==> config.mk <==
export PLATFORM = sky130hd
export DESIGN_NAME = csp_chip_select
export DESIGN_NICKNAME = d
export VERILOG_FILES = /design/src/pkg/csp_pkg.sv /design/src/pkg/csp_range_if.sv /design/src/rtl/csp_chip_select.sv /design/src/rtl/csp_range_cmp.sv
export SDC_FILE = /design/constraint.sdc
export NUM_CORES = 1
export LEC_CHECK = 0
export BUFFER_PORTS_ARGS = -buffer_cell sky130_fd_sc_hd__buf_4
export CELL_PAD_IN_SITES_DETAIL_PLACEMENT = 0
export CELL_PAD_IN_SITES_GLOBAL_PLACEMENT = 2
export CORE_MARGIN = 2
export CORE_UTILIZATION = 26
export CTS_CLUSTER_DIAMETER = 200
export CTS_CLUSTER_SIZE = 28
export DETAILED_ROUTE_END_ITERATION = 6
export GPL_TIMING_DRIVEN = 0
export MAX_ROUTING_LAYER = met4
export PLACE_DENSITY = 0.92
export SETUP_SLACK_MARGIN = 0.5
export SLEW_MARGIN = 25
export SYNTH_ARGS = -nofsm -noshare
export SYNTH_HDL_FRONTEND = slang
export SYNTH_SLANG_ARGS = --single-unit
export TNS_END_PERCENT = 30
==> constraint.sdc <==
create_clock -name clk_i -period 3.4 [get_ports clk_i]
set_clock_uncertainty 0.2 [all_clocks]
set_input_delay 1.02 -clock clk_i [delete_from_list [all_inputs] [get_ports clk_i]]
set_output_delay 1.02 -clock clk_i [all_outputs]
set_load 0.01 [all_outputs]
==> src/pkg/csp_pkg.sv <==
// csp_pkg: shared constants and types for the chip-select and coprocessor pin block
// assumes: one clock domain, no register bus
package csp_pkg;
   // ==========================================================
   // widths and counts
   localparam int ADDR_W     = 20;
   localparam int PERIPH_N   = 7;
   localparam int MID_N      = 4;
   localparam int PERIPH_LOW = 5;
   // ==========================================================
   // reset values and codes
   localparam logic [3:0] MID_IDLE       = 4'hf;
   localparam logic [6:0] PERIPH_IDLE    = 7'h7f;
   localparam logic [7:0] ERR_INT_TYPE   = 8'h10;
   localparam int         ADDR1_POS      = 1;
   localparam int         ADDR2_POS      = 2;
   localparam int         COPROC_REQ_POS = 0;
   localparam int         COPROC_ERR_POS = 1;
   localparam int         COPROC_SEL_POS = 3;
   localparam int         SYNC_STAGES    = 2;
   // ==========================================================
   // coprocessor handshake states
   typedef enum logic [2:0] {
      CSP_IDLE  = 3'b001,
      CSP_CHECK = 3'b010,
      CSP_RUN   = 3'b100
   } csp_state_e;
endpackage

==> src/pkg/csp_range_if.sv <==
// csp_range_if: address and limits carried to the range comparator
// assumes: driver and comparator share one clock
`timescale 1ns/1ps
interface csp_range_if;
   logic [csp_pkg::ADDR_W-1:0] addr;
   logic [csp_pkg::ADDR_W-1:0] lo;
   logic [csp_pkg::ADDR_W-1:0] hi;
   logic                       hit;
   modport src (output addr, output lo, output hi, input hit);
   modport cmp (input addr, input lo, input hi, output hit);
endinterface

==> src/rtl/csp_chip_select.sv <==
// csp_chip_select: mid-range and peripheral select pins plus coprocessor handshake
// assumes: bus cycle strobe from the core on clk_i; coprocessor pins are asynchronous
`timescale 1ns/1ps
// How it works
// - enabled mid-range selects go low for memory cycles inside mid limits only
// - numerics mode on 16-bit variant turns three mid pins into coprocessor handshake
// - error sampled at each numerics operation start; active raises interrupt type 16
// - coprocessor select goes active whenever the core accesses the coprocessor while numerics mode is on
// - each of five peripheral selects goes low when memory or io address hits
// - upper two peripheral pins are extra selects or latched address bits two and one
// - mid pins decode addresses only while their function is enabled
module csp_chip_select
#(
   parameter bit WIDE_BUS = 1'b1
)
(
   input  wire logic                                          clk_i,
   input  wire logic                                          rst_n_i,
   input  wire logic                                          cycle_valid_i,
   input  wire logic                                          cycle_is_io_i,
   input  wire logic [csp_pkg::ADDR_W-1:0]                    cycle_addr_i,
   input  wire logic                                          mid_enable_i,
   input  wire logic [csp_pkg::ADDR_W-1:0]                    mid_lo_i,
   input  wire logic [csp_pkg::ADDR_W-1:0]                    mid_hi_i,
   input  wire logic [csp_pkg::PERIPH_N*csp_pkg::ADDR_W-1:0]  periph_lo_i,
   input  wire logic [csp_pkg::PERIPH_N*csp_pkg::ADDR_W-1:0]  periph_hi_i,
   input  wire logic                                          addr_out_mode_i,
   input  wire logic                                          numerics_mode_i,
   input  wire logic                                          coproc_access_i,
   input  wire logic                                          numerics_op_start_i,
   input  wire logic                                          coproc_transfer_request_i,
   input  wire logic                                          coproc_error_i,
   output logic [csp_pkg::MID_N-1:0]                          mid_range_select_n_o,
   output logic [csp_pkg::PERIPH_LOW-1:0]                     peripheral_select_n_o,
   output logic                                               periph_select5_or_addr1_o,
   output logic                                               periph_select6_or_addr2_o,
   output logic                                               coproc_request_seen_o,
   output logic                                               coproc_busy_o,
   output logic                                               err_irq_o,
   output logic [7:0]                                         err_irq_type_o
);
   import csp_pkg::*;

   // ==========================================================
   // pin positions
   localparam int SEL5_PIN = PERIPH_LOW;
   localparam int SEL6_PIN = PERIPH_LOW + 1;

   // address bit shown on an upper peripheral pin
   function automatic logic addr_pin_bit(input logic [ADDR_W-1:0] a, input int pin);
      return (pin == SEL5_PIN) ? a[ADDR1_POS] : a[ADDR2_POS];
   endfunction

   // ==========================================================
   // input synchronisers
   logic [SYNC_STAGES-1:0] req_sync;
   logic [SYNC_STAGES-1:0] err_sync;
   always_ff @(posedge clk_i)
   begin
      if (!rst_n_i)
      begin
         req_sync <= '0;
         err_sync <= '0;
      end
      else
      begin
         req_sync <= {req_sync[0], coproc_transfer_request_i};
         err_sync <= {err_sync[0], coproc_error_i};
      end
   end
   wire req_s = req_sync[SYNC_STAGES-1];
   wire err_s = err_sync[SYNC_STAGES-1];

   // ==========================================================
   // range compare
   wire               numerics_on = numerics_mode_i && WIDE_BUS;
   wire               mid_decode  = mid_enable_i && cycle_valid_i && !cycle_is_io_i;
   wire [PERIPH_N-1:0] periph_hit;
   wire               mid_hit;

   csp_range_if mid_rng();
   assign mid_rng.addr = cycle_addr_i;
   assign mid_rng.lo   = mid_lo_i;
   assign mid_rng.hi   = mid_hi_i;
   assign mid_hit      = mid_rng.hit;
   csp_range_cmp u_mid (.rng(mid_rng));

   genvar g;
   generate
      for (g = 0; g < PERIPH_N; g++)
      begin : g_periph
         csp_range_if p_rng();
         assign p_rng.addr    = cycle_addr_i;
         assign p_rng.lo      = periph_lo_i[g*ADDR_W +: ADDR_W];
         assign p_rng.hi      = periph_hi_i[g*ADDR_W +: ADDR_W];
         assign periph_hit[g] = p_rng.hit && cycle_valid_i;
         csp_range_cmp u_cmp (.rng(p_rng));
      end
   endgenerate

   // ==========================================================
   // next pin values
   logic [MID_N-1:0]    mid_n;
   logic [PERIPH_N-1:0] periph_n;
   wire                 mid_low      = mid_decode && mid_hit;
   wire                 coproc_sel_n = !(coproc_access_i && cycle_valid_i);
   wire [MID_N-1:0]     mid_plain_n  = mid_low ? '0 : MID_IDLE;
   wire [MID_N-1:0]     next_mid_n;
   wire [PERIPH_N-1:0]  next_periph_n;

   genvar m;
   generate
      for (m = 0; m < MID_N; m++)
      begin : g_mid
         if (m == COPROC_SEL_POS)
         begin : g_sel
            assign next_mid_n[m] = numerics_on ? coproc_sel_n : mid_plain_n[m];
         end
         else if (m == COPROC_REQ_POS || m == COPROC_ERR_POS)
         begin : g_in
            assign next_mid_n[m] = numerics_on || mid_plain_n[m];
         end
         else
         begin : g_plain
            assign next_mid_n[m] = mid_plain_n[m];
         end
      end
   endgenerate

   genvar p;
   generate
      for (p = 0; p < PERIPH_N; p++)
      begin : g_pin
         if (p >= SEL5_PIN)
         begin : g_upper
            assign next_periph_n[p] = !addr_out_mode_i ? !periph_hit[p]
                                    : cycle_valid_i    ? addr_pin_bit(cycle_addr_i, p) : periph_n[p];
         end
         else
         begin : g_lower
            assign next_periph_n[p] = !periph_hit[p];
         end
      end
   endgenerate

   // ==========================================================
   // registered pins
   always_ff @(posedge clk_i)
   begin
      if (!rst_n_i)
      begin
         mid_n    <= MID_IDLE;
         periph_n <= PERIPH_IDLE;
      end
      else
      begin
         mid_n    <= next_mid_n;
         periph_n <= next_periph_n;
      end
   end
   assign mid_range_select_n_o      = mid_n;
   assign peripheral_select_n_o     = periph_n[PERIPH_LOW-1:0];
   assign periph_select5_or_addr1_o = periph_n[SEL5_PIN];
   assign periph_select6_or_addr2_o = periph_n[SEL6_PIN];

   // ==========================================================
   // coprocessor handshake
   csp_state_e state;
   csp_state_e next_state;
   always_comb
   begin
      next_state = state;
      case (state)
         CSP_IDLE:
            if (numerics_on && numerics_op_start_i)
               next_state = CSP_CHECK;
         CSP_CHECK:
            next_state = CSP_RUN;
         CSP_RUN:
            if (!numerics_on || !req_s)
               next_state = CSP_IDLE;
         default:
            next_state = CSP_IDLE;
      endcase
   end
   always_ff @(posedge clk_i)
   begin
      if (!rst_n_i)
         state <= CSP_IDLE;
      else
         state <= next_state;
   end

   // ==========================================================
   // error interrupt and request flag
   logic       irq;
   logic [7:0] irq_type;
   logic       seen;
   wire        sample_err = numerics_on && numerics_op_start_i;
   wire        raise_irq  = sample_err && err_s;
   always_ff @(posedge clk_i)
   begin
      if (!rst_n_i)
      begin
         irq      <= 1'b0;
         irq_type <= 8'h00;
         seen     <= 1'b0;
      end
      else
      begin
         irq      <= raise_irq;
         irq_type <= raise_irq ? ERR_INT_TYPE : 8'h00;
         seen     <= numerics_on && req_s;
      end
   end

   // ==========================================================
   // outputs
   assign err_irq_o             = irq;
   assign err_irq_type_o        = irq_type;
   assign coproc_request_seen_o = seen;
   assign coproc_busy_o         = (state != CSP_IDLE);
endmodule // csp_chip_select

==> src/rtl/csp_range_cmp.sv <==
// csp_range_cmp: inclusive lower/upper limit comparator
// assumes: limits are stable during a bus cycle
`timescale 1ns/1ps
module csp_range_cmp
(
   csp_range_if.cmp rng
);
   import csp_pkg::*;
   // ==========================================================
   // compare
   assign rng.hit = (rng.addr >= rng.lo) && (rng.addr <= rng.hi);
endmodule // csp_range_cmp

Word level (Yosys, flattened, before mapping)
Cells that the tools add are included.

storage, ports and cells
  output and inout port bits = 22
  logic and storage cells = 79
  bits of input ports = 351
  register bits after elaboration = 28

cells by class
  magnitude comparators = 16
  multiplexer cells = 10
  reductions and logical operators = 37
  equality and inequality tests = 7

operators with widths
  operator                                                                count
  20-bit greater-or-equal comparator                                      8
  20-bit less-or-equal comparator                                         8
  1-bit logical AND                                                       22
  1-bit logical NOT                                                       11
  3-bit case mux with 3 select lines                                      1
  3-bit 2-to-1 mux                                                        2
  2-bit != test (second input constant)                                   3
  1-bit 2-to-1 mux                                                        5
  5-bit 2-to-1 mux                                                        1
  4-bit 2-to-1 mux                                                        1
  3-bit by 1-bit equality test with 1-bit output (second input constant)  1
  3-bit by 2-bit equality test with 1-bit output (second input constant)  1
  3-bit equality test (second input constant)                             1
  1-bit logical OR                                                        3
  3-bit by 1-bit != test with 1-bit output (second input constant)        1
  2-bit AND reduction                                                     1

Depth between registers and ports, before layout
  depth in word-level cells = 5
  gate-level depth with buffers = 8
  gate-level depth less buffers = 8

Cells and area by module
Synthesis repeated with hierarchy kept, for this count alone.

unflattened totals
  cells, all modules = 1179
  area, all modules = 8652.0 sq um

modules (own cells, without submodules)
  module                                 area each (sq um)  times used  cells an instance  seq. area each (sq um)
  csp_range_cmp (g_periph[0].u_cmp ...)  997.2              7           140                0.0
  csp_range_cmp (g_periph[4].u_cmp)      987.2              1           134                0.0
  csp_chip_select                        684.4              1           65                 380.4

Least setup slack after synthesis
OpenSTA, ideal clock, no wires.

  kind = input to register
  from = in cycle_addr_i[0] (netlist bit)
  to = reg mid_n[3] (netlist: mid_range_select_n_o[3])
  buffers on the path = 0
  arrival time = 2677 ps
  setup slack = 453 ps
  stages on the path = 8
  setup time = 70 ps
  path through = inv_1 ha_1 nand2b_1 a21o_1 a211oi_1 o41ai_1 o311a_2 a21oi_1

on the way
  longest elaborated chain between the ends = 5
  elaborated cells between the ends (all ways) = 6

ends and longest elaborated chain
  element                                                                                line                    source
  from (decl)                                                                            csp_chip_select.sv:21   input wire logic [csp_pkg::ADDR_W-1:0] cycle_addr_i,
  20-bit greater-or-equal comparator or 20-bit less-or-equal comparator (tied branches)  csp_range_cmp.sv:11     assign rng.hit = (rng.addr >= rng.lo) && (rng.addr <= rng.hi);
  1-bit logical AND (*)                                                                  csp_range_cmp.sv:11
  1-bit logical AND (*)                                                                  csp_chip_select.sv:105  wire mid_low = mid_decode && mid_hit;
  4-bit 2-to-1 mux (*)                                                                   csp_chip_select.sv:107  wire [MID_N-1:0] mid_plain_n = mid_low ? '0 : MID_IDLE;
  1-bit 2-to-1 mux (*)                                                                   csp_chip_select.sv:117  assign next_mid_n[m] = numerics_on ? coproc_sel_n : mid_plain_n[m];
  to (signal assigned)                                                                   csp_chip_select.sv:157  mid_n <= next_mid_n;
  to (decl)                                                                              csp_chip_select.sv:103  logic [MID_N-1:0] mid_n;

Every way passes the cells marked *; elsewhere a longest branch is shown, timed or not.
A chain may end at the register's enable or synchronous reset.

Worst setup path after layout
  from = in cycle_addr_i[4] (netlist bit)
  to = reg periph_n[4]

on the way
  longest elaborated chain between the ends = 4
  elaborated cells between the ends (all ways) = 5

ends and longest elaborated chain
  element                                                                                line                    source
  20-bit greater-or-equal comparator or 20-bit less-or-equal comparator (tied branches)  csp_range_cmp.sv:11
  1-bit logical AND (*)                                                                  csp_range_cmp.sv:11
  1-bit logical AND (*)                                                                  csp_chip_select.sv:96   assign periph_hit[g] = p_rng.hit && cycle_valid_i;
  1-bit logical NOT (*)                                                                  csp_chip_select.sv:141  assign next_periph_n[p] = !periph_hit[p];
  to (signal assigned)                                                                   csp_chip_select.sv:158  periph_n <= next_periph_n;
  to (decl)                                                                              csp_chip_select.sv:104  logic [PERIPH_N-1:0] periph_n;

Marked as above.

==> flow_summary.toml <==
[drt]
viasPerCell = 4.69
drc = 0
firstDrtPassIters = 5
num_vias = 9299
avgRoutedWirePerCell_um = 17.8
antenna_left = 0
drt-initial-drc-count = 282
finalWirelength_um = 35200

[timing]
timing.final.max_slew_violations = 0
relSlewSlack = 0.413
setup_viol = 0
finalCritPeriodShare = 0.859
holdWs_ns = 0.212
hold_viol = 0
fmax_mhz = 342
period_needed_ns = 2.92
rsz0062_at_grt = "yes"
tightest_slew_ns = 0.878

[status]
status = "finished, final reports clean"

[layout]
layout-drive-gt1-share = 0.286
final_common_cell = "buf_4"
final_cell_mix = "buf_4, ha_1, inv_1"
nNetsFinal = 2211
syn2layout_area_growth_pct = 45.4
utilization = 0.383

[yosys]
ys.flop_type = "dfxtp_1"
ys_seq_area_frac = 0.0445
synth_area_per_cell_um2 = 7.39
synthCells = 1156
synth_seq_cells = 19
synth_edf_count = 0
synth.distinct_cells = 49
ys_async_sr_fraction = 0
yosysWarnings = 0
synth_area_mm2 = 0.00855

[global_routing]
grt_overflow = 0
grt_util_all_layers = 0.202
antenna_found_initial = 2
grt_pass1_vias = 9133
grt_max_degree = 18
grt_pass1_wl_um = 50800

[power_and_ir_drop]
ir_worst_vdd_uv = 144
powerDensity_mw_per_mm2 = 151
leakagePower_nw = 7.22

[clock_network]
path_clk_slew_ns = 0.07
cts_buffers = 3
cts_tree = "yes"
clkSinkCount = 19
cts_buffer_depth = 2
htree_levels = 1
cts_root_buf = "clkbuf_16"
hold_buffers = 0
clk_latency_ns = 0.27

[floorplanning]
io_pins = 373
die-area_mm2 = 0.0343
initial_utilization = 0.263
die_y_um = 185
die_w_um = 185
row_count = 66
core_area_mm2 = 0.0325

[setup_path]
worst_ep_arrival_time_ns = 2.86
crit_path_max_fanout = 16
ff2ff_path_depth = 2
critPathKind = "in -> reg"
required_ns = 3.34
end_kind = "register"
critPathLaunchType = "input pin"

[placed_design]
io_buffers = 365
finalWeightedCongestion = 0.889
detailed_place_hpwl_um = 28600

[hold_path]
holdPathStages = 2
worst_hold_path_type = "reg -> reg"

[flow_run]
drv_cap = 0
-- registers in the layout (all words and copies together), names as in the netlist --
register / cells
mid_range_select_n_o: 3
periph_n: 7
err_irq_type_o: 1
req_sync: 2
state: 3
err_sync: 2
coproc_request_seen_o: 1
-- power breakdown --
part	leakage [nW]	internal [mW]	switching [mW]
clock network	0.0409	0.159	0.117
logic	7.02	0.693	0.666
registers	0.156	0.231	0.00362
total	7.22	1.08	0.787
-- cell usage after synthesis (all sizes together), types with 2 or more instances --
library cell / count / area (um2)
inv: 308 / 1160
and4: 6 / 52.6
o41ai: 2 / 17.5
a21o: 37 / 278
nor2b: 14 / 87.6
or2: 6 / 37.5
o211ai: 9 / 67.6
nand4: 52 / 332
o2111ai: 7 / 61.3
o21a: 8 / 60.1
a21oi: 87 / 435
a31o: 2 / 17.5
and2: 7 / 43.8
nor2: 39 / 146
nand3: 12 / 65.1
a31oi: 9 / 56.3
nand2: 53 / 199
o31ai: 2 / 15.0
o2111a: 2 / 22.5
nor4: 3 / 18.8
nand2b: 12 / 75.1
a211oi: 20 / 155
o32ai: 2 / 17.5
dfxtp: 19 / 380
a2111oi: 5 / 43.8
nor3: 17 / 85.1
nor4b: 2 / 17.5
ha: 320 / 4000
o21ai: 54 / 270
or3b: 2 / 17.5
buf: 9 / 67.6
a22o: 2 / 17.5
a211o: 7 / 61.3
a221oi: 7 / 61.3
and3: 2 / 12.5
-- kinds of logic (layout without fill, tap and decap cells) --
kind of cell / Yosys count / after routing / share of synthesized area
adders and majority gates: 320 / 320 / 0.469
other: 1 / 9 / 0.000439
buffers and inverters: 318 / 695 / 0.144
muxes: 1 / 1 / 0.00117
DFF: 19 / 19 / 0.0445
and+or+nand+nor: 230 / 230 / 0.142
AOI/OAI and AO/OA: 267 / 267 / 0.199
-- layout make-up --
type / instances / area, um2
inverters: 308 / 1160
fillers: 3434 / 20000
repair buffers: 373 / 2910
plain buffers: 10 / 71.3
flip-flops and latches: 19 / 380
multi-input cells: 825 / 7270
clock buffers: 3 / 75.1
well taps: 442 / 553
diodes: 2 / 5.00
clock inverters: 1 / 5.00
-- per-stage QoR --
step                      cells  total power [mW]  cell area, um2  TNS (ns)  setup WS [ns]
final                      1983              1.87           12400         0          0.478
after global routing       1982              2.07           12400         0          0.458
after CTS                  1979              1.84           12100         0          0.392
after detailed placement   1969              1.52           11900     -1.63         -0.310
after global placement     1969              1.49           11900     -2.09         -0.554
after floorplan            1162             0.899            8580         0          0.461
-- routing by layer --
layer,global-route usage,part of all wire,vias up
li1,-,-,4801
met1,0.257,0.46,4197
met2,0.336,0.47,252
met3,0.0260,0.052,49
met4,0.0530,0.026,0
met5,-,0,-
-- critical path, stage by stage --
cell	delay, ns
buf_4	0.22
ha_1	0.32
nand4_1	0.09
or2_2	0.33
nor3_1	0.56
and2_1	0.22
o32ai_1	0.07
-- repair_timing --
item | 4_1_cts | 5_1_grt
pin swaps | 3 | 21
gates resized for setup | 16 | 61
setup buffers | 6 | 2
setup endpoints to repair | 10 | 9
-- final timing paths --
check / from / endpoint / slack [ns]
setup / recovery: cycle_addr_i[4] / periph_n[4] / 0.48
hold / removal: err_sync[1] / err_irq_type_o[4] / 0.21
setup reg to reg: state[0] / state[1] / 2.18
hold reg to reg: err_sync[1] / err_irq_type_o[4] / 0.21
Power figures use the tool's default switching activity.
